==> config.mk <==
export PLATFORM = sky130hd
export DESIGN_NAME = fpol_loader
export DESIGN_NICKNAME = d
export VERILOG_FILES = /design/src/fpol_pkg.sv /design/src/fpol_loader.sv /design/src/fpol_opt_fetch.sv
export SDC_FILE = /design/constraint.sdc
export NUM_CORES = 1
export LEC_CHECK = 0
export ABC_AREA = 1
export BUFFER_PORTS_ARGS = -buffer_cell sky130_fd_sc_hd__buf_2
export CORE_AREA = 8 8 69 131
export CTS_BUF_LIST = sky130_fd_sc_hd__clkbuf_8
export CTS_CLUSTER_SIZE = 24
export DETAILED_ROUTE_END_ITERATION = 6
export DIE_AREA = 0 0 77 139
export GPL_TIMING_DRIVEN = 0
export PLACE_DENSITY = 0.8
export SLEW_MARGIN = 20
export SYNTH_ARGS = -nofsm -noshare
export SYNTH_HDL_FRONTEND = slang
export SYNTH_SLANG_ARGS = --single-unit
==> constraint.sdc <==
create_clock -name ref_clk -period 1.5 [get_ports ref_clk]
set_clock_uncertainty 0.15 [all_clocks]
set_input_delay 0.075 -clock ref_clk [delete_from_list [all_inputs] [get_ports ref_clk]]
set_output_delay 0.075 -clock ref_clk [all_outputs]
set_load 0.05 [all_outputs]
==> src/fpol_pkg.sv <==
// constants, types and helpers of the flash protect and option loader
// Operation
// - shared address reaches sector lock mask only after select-protect command
// - user code may set sector lock bits, never clear them
// - a set sector lock bit blocks user program and erase; reset zero
// - high and low frequency bytes form the 16-bit kHz value; reset zero
// - every reset, stop recovery included, reloads the option byte from flash
// - option byte changes act only after the next reset
// - option load completes before the CPU leaves reset; a stop recovery in the fetch_done cycle reloads with the CPU released
// - option configuration is never reachable by register reads or writes
// - options come from flash byte 0000H; 0001H stays unprogrammed
// - option bit 7 zero gives watchdog interrupt, one gives short reset
// - option bit 6 zero starts watchdog at power-up, one by instruction
// - option bits 5:4 select RC, low, medium or high power oscillator
// - option bit 3 zero drops brownout in stop, one keeps it always
// - option bit 2 zero locks code reads and limits the debugger; here debugger access ignores bit 2
// - option bit 0 zero blocks user program and erase of all flash
// - page select register unreachable while select-protect is in effect
// - flash state register reads 00 0100 while sector lock mask selected
// - debugger writes may set and clear sector lock bits
// - unknown or out-of-sequence commands lock the flash controller
package fpol_pkg;

  // register file addresses
  localparam logic [11:0] FPOL_ADDR_CMD = 12'hff8;
  localparam logic [11:0] FPOL_ADDR_PAGE = 12'hff9;
  localparam logic [11:0] FPOL_ADDR_KHZ_HI = 12'hffa;
  localparam logic [11:0] FPOL_ADDR_KHZ_LO = 12'hffb;

  // flash commands
  localparam logic [7:0] FPOL_CMD_LOCK = 8'h00;
  localparam logic [7:0] FPOL_CMD_UNLOCK1 = 8'h73;
  localparam logic [7:0] FPOL_CMD_UNLOCK2 = 8'h8c;
  localparam logic [7:0] FPOL_CMD_PAGE_ERASE = 8'h95;
  localparam logic [7:0] FPOL_CMD_MASS_ERASE = 8'h63;
  localparam logic [7:0] FPOL_CMD_SEL_PROTECT = 8'h5e;

  // flash state codes
  localparam logic [5:0] FPOL_ST_LOCKED = 6'h00;
  localparam logic [5:0] FPOL_ST_FIRST = 6'h01;
  localparam logic [5:0] FPOL_ST_SECOND = 6'h02;
  localparam logic [5:0] FPOL_ST_UNLOCKED = 6'h03;
  localparam logic [5:0] FPOL_ST_PROTECT = 6'h04;

  // reset values
  localparam logic [7:0] FPOL_RST_BYTE = 8'h00;
  localparam logic [7:0] FPOL_OPT_ERASED = 8'hff;
  localparam logic [15:0] FPOL_OPT_ADDR = 16'h0000;

  // option byte field positions
  localparam int FPOL_OPT_WATCHDOG_RESPONSE_SELECT = 7;
  localparam int FPOL_OPT_WATCHDOG_ALWAYS_ON = 6;
  localparam int FPOL_OPT_OSC_HI = 5;
  localparam int FPOL_OPT_OSC_LO = 4;
  localparam int FPOL_OPT_BO_AO = 3;
  localparam int FPOL_OPT_RD_LOCK = 2;
  localparam int FPOL_OPT_WR_LOCK = 0;

  // page number bits that name the sector
  localparam int FPOL_SECT_HI = 6;
  localparam int FPOL_SECT_LO = 4;

  typedef enum logic [4:0] {
    FC_LOCKED = 5'b00001,
    FC_FIRST = 5'b00010,
    FC_SECOND = 5'b00100,
    FC_UNLOCKED = 5'b01000,
    FC_PROTECT = 5'b10000
  } fpol_cmd_state_type;

  typedef enum logic [2:0] {
    FO_REQ = 3'b001,
    FO_WAIT = 3'b010,
    FO_IDLE = 3'b100
  } fpol_fetch_state_type;

  typedef struct packed {
    logic wr;
    logic rd;
    logic [11:0] addr;
    logic [7:0] wdata;
  } fpol_reg_req_type;

  typedef struct packed {
    logic wdt_short_reset;
    logic wdt_on_at_powerup;
    logic [1:0] osc_mode;
    logic brownout_in_stop;
    logic code_readable;
    logic user_write_ok;
  } fpol_opt_cfg_type;

  // raw option byte to configuration fields
  function automatic fpol_opt_cfg_type fpol_decode_opt(input logic [7:0] ob);
    fpol_opt_cfg_type c;
    c.wdt_short_reset = ob[FPOL_OPT_WATCHDOG_RESPONSE_SELECT];
    c.wdt_on_at_powerup = ~ob[FPOL_OPT_WATCHDOG_ALWAYS_ON];
    c.osc_mode = ob[FPOL_OPT_OSC_HI:FPOL_OPT_OSC_LO];
    c.brownout_in_stop = ob[FPOL_OPT_BO_AO];
    c.code_readable = ob[FPOL_OPT_RD_LOCK];
    c.user_write_ok = ob[FPOL_OPT_WR_LOCK];
    return c;
  endfunction

  function automatic logic [5:0] fpol_state_code(input fpol_cmd_state_type s);
    logic [5:0] code;
    code = FPOL_ST_LOCKED;
    case (s)
      FC_FIRST: code = FPOL_ST_FIRST;
      FC_SECOND: code = FPOL_ST_SECOND;
      FC_UNLOCKED: code = FPOL_ST_UNLOCKED;
      FC_PROTECT: code = FPOL_ST_PROTECT;
      default: code = FPOL_ST_LOCKED;
    endcase
    return code;
  endfunction

endpackage

==> src/fpol_loader.sv <==
// flash sector lock, frequency registers, command state and option loader
`timescale 1ns/1ps
module fpol_loader
  import fpol_pkg::*;
(
  // clock and reset
  input wire logic ref_clk,
  input wire logic sys_rst,
  // register file access
  input wire fpol_reg_req_type reg_req,
  output logic [7:0] reg_rdata,
  // debugger and power state
  input wire logic dbg_mode,
  input wire logic stop_recover,
  output logic cpu_hold,
  // flash option read port
  output logic flash_rd_req,
  output logic [15:0] flash_rd_addr,
  input wire logic flash_rd_valid,
  input wire logic [7:0] flash_rd_data,
  // program and erase permission
  input wire logic [6:0] prog_page,
  output logic prog_permit,
  // state seen by the flash controller
  output logic [7:0] sector_lock_mask,
  output logic [7:0] page_select_reg,
  output logic [15:0] flash_clock_khz,
  output logic [5:0] flash_state_reg,
  // loaded option configuration
  output fpol_opt_cfg_type opt_cfg
);

  fpol_cmd_state_type cmd_state_r;
  fpol_cmd_state_type cmd_state_nxt;
  logic [7:0] sector_lock_mask_r;
  logic [7:0] sector_lock_mask_nxt;
  logic [7:0] page_select_r;
  logic [7:0] khz_high_r;
  logic [7:0] khz_low_r;
  logic [7:0] rdata_r;
  logic [7:0] rdata_nxt;
  logic [5:0] state_code_r;
  logic cpu_hold_r;
  logic prog_permit_r;
  fpol_opt_cfg_type opt_cfg_r;
  logic fetch_start;
  logic fetch_done;
  logic [7:0] fetch_byte;

  // address decode
  wire wr_cmd;
  wire wr_page_addr;
  wire wr_khz_hi;
  wire wr_khz_lo;
  wire protect_sel;
  wire wr_lock_mask;
  wire wr_page_sel;
  wire [2:0] prog_sector;
  wire sector_open;
  wire [7:0] cmd;
  wire addr_mapped;

  assign cmd = reg_req.wdata;
  assign addr_mapped = reg_req.addr inside {FPOL_ADDR_CMD, FPOL_ADDR_PAGE,
    FPOL_ADDR_KHZ_HI, FPOL_ADDR_KHZ_LO};
  assign wr_cmd = reg_req.wr && (reg_req.addr == FPOL_ADDR_CMD);
  assign wr_page_addr = reg_req.wr && (reg_req.addr == FPOL_ADDR_PAGE);
  assign wr_khz_hi = reg_req.wr && (reg_req.addr == FPOL_ADDR_KHZ_HI);
  assign wr_khz_lo = reg_req.wr && (reg_req.addr == FPOL_ADDR_KHZ_LO);
  assign protect_sel = (cmd_state_r == FC_PROTECT);
  assign wr_lock_mask = wr_page_addr && protect_sel;
  assign wr_page_sel = wr_page_addr && !protect_sel;
  assign prog_sector = prog_page[FPOL_SECT_HI:FPOL_SECT_LO];
  assign sector_open = !sector_lock_mask_r[prog_sector];

  // user code only sets bits; debugger writes both ways
  assign sector_lock_mask_nxt = dbg_mode ? reg_req.wdata
    : (sector_lock_mask_r | reg_req.wdata);

  // command sequencer; any unexpected command write relocks
  always_comb
  begin
    cmd_state_nxt = cmd_state_r;
    if (wr_cmd)
    begin
      cmd_state_nxt = FC_LOCKED;
      case (cmd_state_r)
        FC_LOCKED:
        begin
          if (cmd == FPOL_CMD_UNLOCK1)
          begin
            cmd_state_nxt = FC_FIRST;
          end
          else if (cmd == FPOL_CMD_SEL_PROTECT)
          begin
            cmd_state_nxt = FC_PROTECT;
          end
        end
        FC_FIRST:
        begin
          if (cmd == FPOL_CMD_UNLOCK2)
          begin
            cmd_state_nxt = FC_SECOND;
          end
        end
        default: cmd_state_nxt = FC_LOCKED;
      endcase
    end
    else if (wr_page_sel && (cmd_state_r == FC_SECOND))
    begin
      cmd_state_nxt = FC_UNLOCKED;
    end
    else if (wr_page_sel && dbg_mode && (cmd_state_r == FC_FIRST))
    begin
      cmd_state_nxt = FC_UNLOCKED;
    end
  end

  // read data mux; option configuration has no address
  always_comb
  begin
    rdata_nxt = FPOL_RST_BYTE;
    case (reg_req.addr)
      FPOL_ADDR_CMD: rdata_nxt = {2'b00, fpol_state_code(cmd_state_r)};
      FPOL_ADDR_PAGE: rdata_nxt = protect_sel ? sector_lock_mask_r : page_select_r;
      FPOL_ADDR_KHZ_HI: rdata_nxt = khz_high_r;
      FPOL_ADDR_KHZ_LO: rdata_nxt = khz_low_r;
      default: rdata_nxt = FPOL_RST_BYTE;
    endcase
  end

  always_ff @(posedge ref_clk)
  begin
    if (sys_rst)
    begin
      cmd_state_r <= FC_LOCKED;
      state_code_r <= FPOL_ST_LOCKED;
    end
    else
    begin
      cmd_state_r <= cmd_state_nxt;
      state_code_r <= fpol_state_code(cmd_state_nxt);
    end
  end

  always_ff @(posedge ref_clk)
  begin
    if (sys_rst)
    begin
      sector_lock_mask_r <= FPOL_RST_BYTE;
      page_select_r <= FPOL_RST_BYTE;
    end
    else
    begin
      if (wr_lock_mask)
      begin
        sector_lock_mask_r <= sector_lock_mask_nxt;
      end
      if (wr_page_sel)
      begin
        page_select_r <= reg_req.wdata;
      end
    end
  end

  always_ff @(posedge ref_clk)
  begin
    if (sys_rst)
    begin
      khz_high_r <= FPOL_RST_BYTE;
      khz_low_r <= FPOL_RST_BYTE;
    end
    else
    begin
      if (wr_khz_hi)
      begin
        khz_high_r <= reg_req.wdata;
      end
      if (wr_khz_lo)
      begin
        khz_low_r <= reg_req.wdata;
      end
    end
  end

  always_ff @(posedge ref_clk)
  begin
    if (sys_rst)
    begin
      rdata_r <= FPOL_RST_BYTE;
    end
    else if (reg_req.rd)
    begin
      rdata_r <= rdata_nxt;
    end
  end

  // debugger ignores locks; user code needs write enable and open sector
  always_ff @(posedge ref_clk)
  begin
    if (sys_rst)
    begin
      prog_permit_r <= 1'b0;
    end
    else
    begin
      prog_permit_r <= dbg_mode || (opt_cfg_r.user_write_ok && sector_open);
    end
  end

  // option reload on stop recovery; reset starts the fetch on its own
  assign fetch_start = stop_recover;

  fpol_opt_fetch u_fetch (
    .ref_clk(ref_clk),
    .sys_rst(sys_rst),
    .start(fetch_start),
    .done(fetch_done),
    .opt_byte(fetch_byte),
    .flash_rd_req(flash_rd_req),
    .flash_rd_addr(flash_rd_addr),
    .flash_rd_valid(flash_rd_valid),
    .flash_rd_data(flash_rd_data)
  );

  // cpu held until the option byte is in, except a stop recovery in the fetch_done cycle; config changes only on a load
  always_ff @(posedge ref_clk)
  begin
    if (sys_rst)
    begin
      cpu_hold_r <= 1'b1;
      opt_cfg_r <= fpol_decode_opt(FPOL_OPT_ERASED);
    end
    else
    begin
      if (fetch_done)
      begin
        opt_cfg_r <= fpol_decode_opt(fetch_byte);
        cpu_hold_r <= 1'b0;
      end
      else if (stop_recover)
      begin
        cpu_hold_r <= 1'b1;
      end
    end
  end

  assign reg_rdata = rdata_r;
  assign cpu_hold = cpu_hold_r;
  assign prog_permit = prog_permit_r;
  assign sector_lock_mask = sector_lock_mask_r;
  assign page_select_reg = page_select_r;
  assign flash_clock_khz = {khz_high_r, khz_low_r};
  assign flash_state_reg = state_code_r;
  assign opt_cfg = opt_cfg_r;

  // checks
  AST_USER_SET_ONLY: assert property (@(posedge ref_clk) disable iff (sys_rst)
    wr_lock_mask && !dbg_mode |=>
      sector_lock_mask_r == ($past(sector_lock_mask_r) | $past(reg_req.wdata)))
    else $error("user write cleared a sector lock bit");

  AST_DBG_WRITE_BOTH: assert property (@(posedge ref_clk) disable iff (sys_rst)
    wr_lock_mask && dbg_mode |=> sector_lock_mask_r == $past(reg_req.wdata))
    else $error("debugger write to sector lock mask not taken");

  AST_MASK_NEEDS_SELECT: assert property (@(posedge ref_clk) disable iff (sys_rst)
    wr_page_addr && !protect_sel |=> $stable(sector_lock_mask_r))
    else $error("sector lock mask changed without select-protect");

  AST_PAGE_HIDDEN: assert property (@(posedge ref_clk) disable iff (sys_rst)
    wr_page_addr && protect_sel |=> $stable(page_select_r))
    else $error("page select written while protect selected");

  AST_PROTECT_CODE: assert property (@(posedge ref_clk) disable iff (sys_rst)
    reg_req.rd && reg_req.addr == FPOL_ADDR_CMD && protect_sel |=> reg_rdata == 8'h04)
    else $error("state code wrong while protect selected");

  AST_BAD_CMD_LOCKS: assert property (@(posedge ref_clk) disable iff (sys_rst)
    wr_cmd && cmd_state_r != FC_LOCKED && cmd == FPOL_CMD_SEL_PROTECT
      |=> cmd_state_r == FC_LOCKED ##0 flash_state_reg == FPOL_ST_LOCKED)
    else $error("out of order select-protect did not lock");

  AST_UNLOCK_SEQ: assert property (@(posedge ref_clk) disable iff (sys_rst)
    wr_cmd && cmd_state_r == FC_FIRST && cmd == FPOL_CMD_UNLOCK2
      |=> flash_state_reg == FPOL_ST_SECOND)
    else $error("unlock sequence not followed");

  AST_KHZ_HIGH: assert property (@(posedge ref_clk) disable iff (sys_rst)
    wr_khz_hi |=> flash_clock_khz[15:8] == $past(reg_req.wdata))
    else $error("frequency high byte not in upper half");

  AST_HOLD_TILL_LOAD: assert property (@(posedge ref_clk) disable iff (sys_rst)
    $fell(cpu_hold_r) |-> $past(fetch_done) && opt_cfg_r == fpol_decode_opt($past(fetch_byte)))
    else $error("cpu released without loaded options");

  AST_OPT_STABLE: assert property (@(posedge ref_clk) disable iff (sys_rst)
    !$past(fetch_done) |-> $stable(opt_cfg_r))
    else $error("option configuration changed outside a load");

  AST_STOP_RELOAD: assert property (@(posedge ref_clk) disable iff (sys_rst)
    stop_recover && !fetch_done |=> cpu_hold_r ##1 flash_rd_req)
    else $error("stop recovery did not reload options");

  AST_LOCK_BLOCKS: assert property (@(posedge ref_clk) disable iff (sys_rst)
    !dbg_mode && sector_lock_mask_r[prog_sector] |=> !prog_permit)
    else $error("locked sector permitted for program");

  AST_SELECT_PROTECT: assert property (@(posedge ref_clk) disable iff (sys_rst)
    wr_cmd && cmd_state_r == FC_LOCKED && cmd == FPOL_CMD_SEL_PROTECT
      |=> flash_state_reg == FPOL_ST_PROTECT)
    else $error("select-protect command not taken");

  AST_PAGE_TAKEN: assert property (@(posedge ref_clk) disable iff (sys_rst)
    wr_page_sel
      |=> page_select_reg == $past(reg_req.wdata))
    else $error("page select write lost");

  AST_KHZ_LOW: assert property (@(posedge ref_clk) disable iff (sys_rst)
    wr_khz_lo
      |=> flash_clock_khz[7:0] == $past(reg_req.wdata))
    else $error("frequency low byte not in lower half");

  AST_UNMAPPED_ZERO: assert property (@(posedge ref_clk) disable iff (sys_rst)
    reg_req.rd && !addr_mapped
      |=> reg_rdata == FPOL_RST_BYTE)
    else $error("unmapped read returned data");

  AST_RESET_FETCH: assert property (@(posedge ref_clk) disable iff (sys_rst)
    $fell(sys_rst)
      |-> cpu_hold_r ##1 flash_rd_req)
    else $error("reset release did not start an option fetch");

  AST_HOLD_WHILE_FETCH: assert property (@(posedge ref_clk) disable iff (sys_rst)
    flash_rd_req
      |-> cpu_hold_r)
    else $error("cpu running while options are fetched");

  AST_WRITE_LOCK_BLOCKS: assert property (@(posedge ref_clk) disable iff (sys_rst)
    !dbg_mode && !opt_cfg_r.user_write_ok
      |=> !prog_permit)
    else $error("write lock option did not block program");

endmodule // fpol_loader

==> src/fpol_opt_fetch.sv <==
// reads the option byte from flash after each reset or reload request
`timescale 1ns/1ps
module fpol_opt_fetch
  import fpol_pkg::*;
(
  // clock and reset
  input wire logic ref_clk,
  input wire logic sys_rst,
  // control
  input wire logic start,
  output logic done,
  output logic [7:0] opt_byte,
  // flash read port
  output logic flash_rd_req,
  output logic [15:0] flash_rd_addr,
  input wire logic flash_rd_valid,
  input wire logic [7:0] flash_rd_data
);

  fpol_fetch_state_type state_r;
  fpol_fetch_state_type state_nxt;
  logic done_r;
  logic req_r;
  logic [7:0] byte_r;

  always_comb
  begin
    state_nxt = state_r;
    case (state_r)
      FO_REQ: state_nxt = FO_WAIT;
      FO_WAIT: if (flash_rd_valid) state_nxt = FO_IDLE;
      FO_IDLE: if (start) state_nxt = FO_REQ;
      default: state_nxt = FO_REQ;
    endcase
  end

  // reset itself starts a fetch
  always_ff @(posedge ref_clk)
  begin
    if (sys_rst)
    begin
      state_r <= FO_REQ;
      done_r <= 1'b0;
      req_r <= 1'b0;
      byte_r <= FPOL_OPT_ERASED;
    end
    else
    begin
      state_r <= state_nxt;
      req_r <= (state_r == FO_REQ);
      done_r <= (state_r == FO_WAIT) && flash_rd_valid;
      if ((state_r == FO_WAIT) && flash_rd_valid)
      begin
        byte_r <= flash_rd_data;
      end
    end
  end

  assign done = done_r;
  assign opt_byte = byte_r;
  assign flash_rd_req = req_r;
  assign flash_rd_addr = FPOL_OPT_ADDR;

endmodule // fpol_opt_fetch

==> run_results.csv <==
group,metric,value,unit
yosys,synth_area_leader_cell,"dfxtp_1",
power,ir_drop,0.820,mV
die,die_w,77,microns
run_status,violations,"hold timing, setup timing",
yosys,synth_fa_ha_area_share,0,%
global_route,grt_use_total,19.7,%
power,p_total,4.12,mW
hold_path,min_delay_path_depth,3,
global_route,antenna_found_initial,0,
yosys,syn_avg_cell_area,7.07,sq um
finish,drive_gt1_share,33.3,%
die,die_y,139,microns
yosys,synth_top_family_by_area,"simple AND/OR/NAND/NOR gates",
power,cellPowerDensity,843,nW/um^2
hold_path,min_path_type,"in2reg",
clock_network,cts_tree,"done",
clock_network,htree_levels,3,
critical_path,cp.required,1.64,ns
sta,slew_viol_final,0,
clock_network,clock_sinks,69,
yosys,synth_xor_area_share,0,%
die,start_util,44.9,%
run,drv_cap,0,
critical_path,worst-r2r-cell-count,9,
yosys,synth-compound-area-share,17.1,%
critical_path,worstPathArrival,1.86,ns
critical_path,crit_path_end_kind,"flop",
clock_network,cts-root-buf,"clkbuf_8",
sta,period_needed,1.72,ns
clock_network,clk_pin_slew,0.08,ns
finish,final_cell_mix,"buf_2 (89), nand2_1 (84), dfxtp_1 (64), inv_1 (54), a21oi_1 (47)",
finish,fin_nets,677,
finish,antenna_cells,0,
sta,rsz0062_at_grt,"true",
route,drt_iter0_drc,335,
route,num_vias,3955,
clock_network,cts_buffer_depth,2,
yosys,yosys.area_share.simple,28.2,%
critical_path,worstSetupPathType,"reg2reg",
sta,fin_ws,-0.220,ns
sta,slew_headroom,57.7,%
sta,hold_slack,-0.0554,ns
global_route,grt_pass1_vias,3549,
route,viasPerCell,5.39,
yosys,syn_area,3340,sq um
route,drc,0,
sta,setup_viol,16,
place,placed_area,3970,sq um
finish,stdcell_area,4890,sq um
yosys,synth.area.top_cells,"dfxtp_1 (41%), nand2_1 (10%), a21oi_1 (7.8%)",
yosys,synth_top_area_share,41.4,%
sta,final-hold-violation-count,2,
critical_path,cp-start-kind,"flop",
yosys,synthCells,472,
global_route,grt_max_degree,13,
yosys,synth_cell_types,30,
finish,area_growth,46.5,%
place,gp_congestion,0.928,
yosys,muxShareOfSynthArea,0,%
global_route,overflow,0,
yosys,ys_ff_latch,69,
route,ant_nets,0,
place,io_buffers,88,
finish,final_common_cell,"buf_2",
route,wirelength,12000,microns
clock_network,worstSkewPairLatency,0.36,ns
sta,period_share,115,%
yosys,ys_seq_area_share,41.4,%
clock_network,cts_buffers,9,
global_route,grt_pass1_wl,17000,microns
die,design.die.area,10700,sq um
sta,max_freq,582,MHz
power,p_leak,2.32,nW
die,io_pins,114,
place,dp_hpwl,7560,microns
die,placementRows,45,
sta,worst_pin_slew,0.634,ns
route,wl_per_cell,16.3,microns
run_status,status,"complete, but fails checks",
die,core_region_area,7430,sq um
yosys,yosys_warnings,0,
route,drt-pass1-iter-count,5,
critical_path,path_max_fanout,3,
==> final timing paths <==
check	slack, ns	end	startpoint
max	-0.22	flash_state_reg[0]	cmd_state_r[1]
max reg2reg	-0.22	flash_state_reg[0]	cmd_state_r[1]
min reg2reg	0.29	opt_cfg[5]	u_fetch.opt_byte[6]
min	-0.06	sector_lock_mask[2]	reg_req[2]
==> power by group <==
| group | switching [mW] | total [mW] | internal (mW) |
|---|---|---|---|
| registers | 0.0204 | 1.89 | 1.87 |
| logic | 0.381 | 0.566 | 0.186 |
| clock network | 0.746 | 1.67 | 0.926 |
| total | 1.15 | 4.12 | 2.98 |
==> through the flow <==
step | std cells | setup TNS [ns] | setup WS, ns | utilization [%] | hold WS, ns
2_1_floorplan | 490 | 0 | 0.00531 | - | -0.00593
3_3_place_gp | 672 | -11.03 | -0.348 | 53.4 | 0.136
3_5_place_dp | 672 | -12.58 | -0.372 | 53.4 | 0.141
4_1_cts | 718 | -0.247 | -0.0634 | 61.4 | 0.0140
5_1_grt | 734 | -2.58 | -0.271 | 65.8 | -0.0751
6_report | 734 | -1.54 | -0.220 | 65.8 | -0.0554
==> per-layer routing <==
metal | vias up | global-route usage, % | part of all wire, %
met3 | 66 | 7.47 | 11
met2 | 281 | 32.1 | 48
met4 | 0 | 10.0 | 4.7
met1 | 1776 | 21.5 | 37
met5 | - | 0 | 0
li1 | 1832 | - | -
==> layout make-up <==
type,instances,area (sq um)
Fill cell,630,2540
Multi-Input combinational cell,327,1780
Sequential cell,69,1390
Timing Repair Buffer,134,900
Inverter,62,248
Buffer,32,238
Clock buffer,9,124
Tap cell,94,118
Clock inverter,7,91.3
==> worst max-delay path: stages, from the launching register on <==
cell,delay [ns]
dfxtp_4,0.36
nor2_4,0.16
nand4_1,0.18
inv_1,0.10
nand4_1,0.16
nand2_1,0.17
nand3_2,0.11
nand2_1,0.11
nand2_1,0.06
nor2_1,0.09
==> repair_timing <==
item | in CTS | in global routing
pin swaps | 5 | 25
setup buffers | 3 | 15
endpoints found under the hold margin | 52 | 2
hold buffers | 27 | 1
cloned | 0 | 1
endpoints found under the setup margin | 40 | 38
resized for setup | 36 | 48
==> Yosys cell counts <==
library cell / instances
nand2_1: 93
dfxtp_1: 69
inv_1: 57
a21oi_1: 52
o21ai_0: 47
nor2_1: 38
nand3_1: 36
buf_4: 19
clkbuf_1: 8
nand4_1: 8
nor3_1: 8
buf_2: 4
nand2_2: 4
inv_2: 3
nor2_4: 3
o22ai_1: 3
a21oi_2: 2
clkinv_1: 2
nand4_2: 2
nor2_2: 2
nor4_4: 2
o21ai_2: 2
a211oi_1: 1
a31oi_1: 1
buf_8: 1
conb_1: 1
nand2_4: 1
nand3_2: 1
nor2_8: 1
o21bai_1: 1
==> logic make-up (layout without fill, tap and decap cells) <==
family                 after synthesis  in the layout
other                                1             19
AND/OR/NAND/NOR                    199            199
AO/OA/AOI/OAI                      109            109
buffers and inverters               94            244
flip-flops                          69             69
Note: power is estimated with default switching activity, not from simulation.
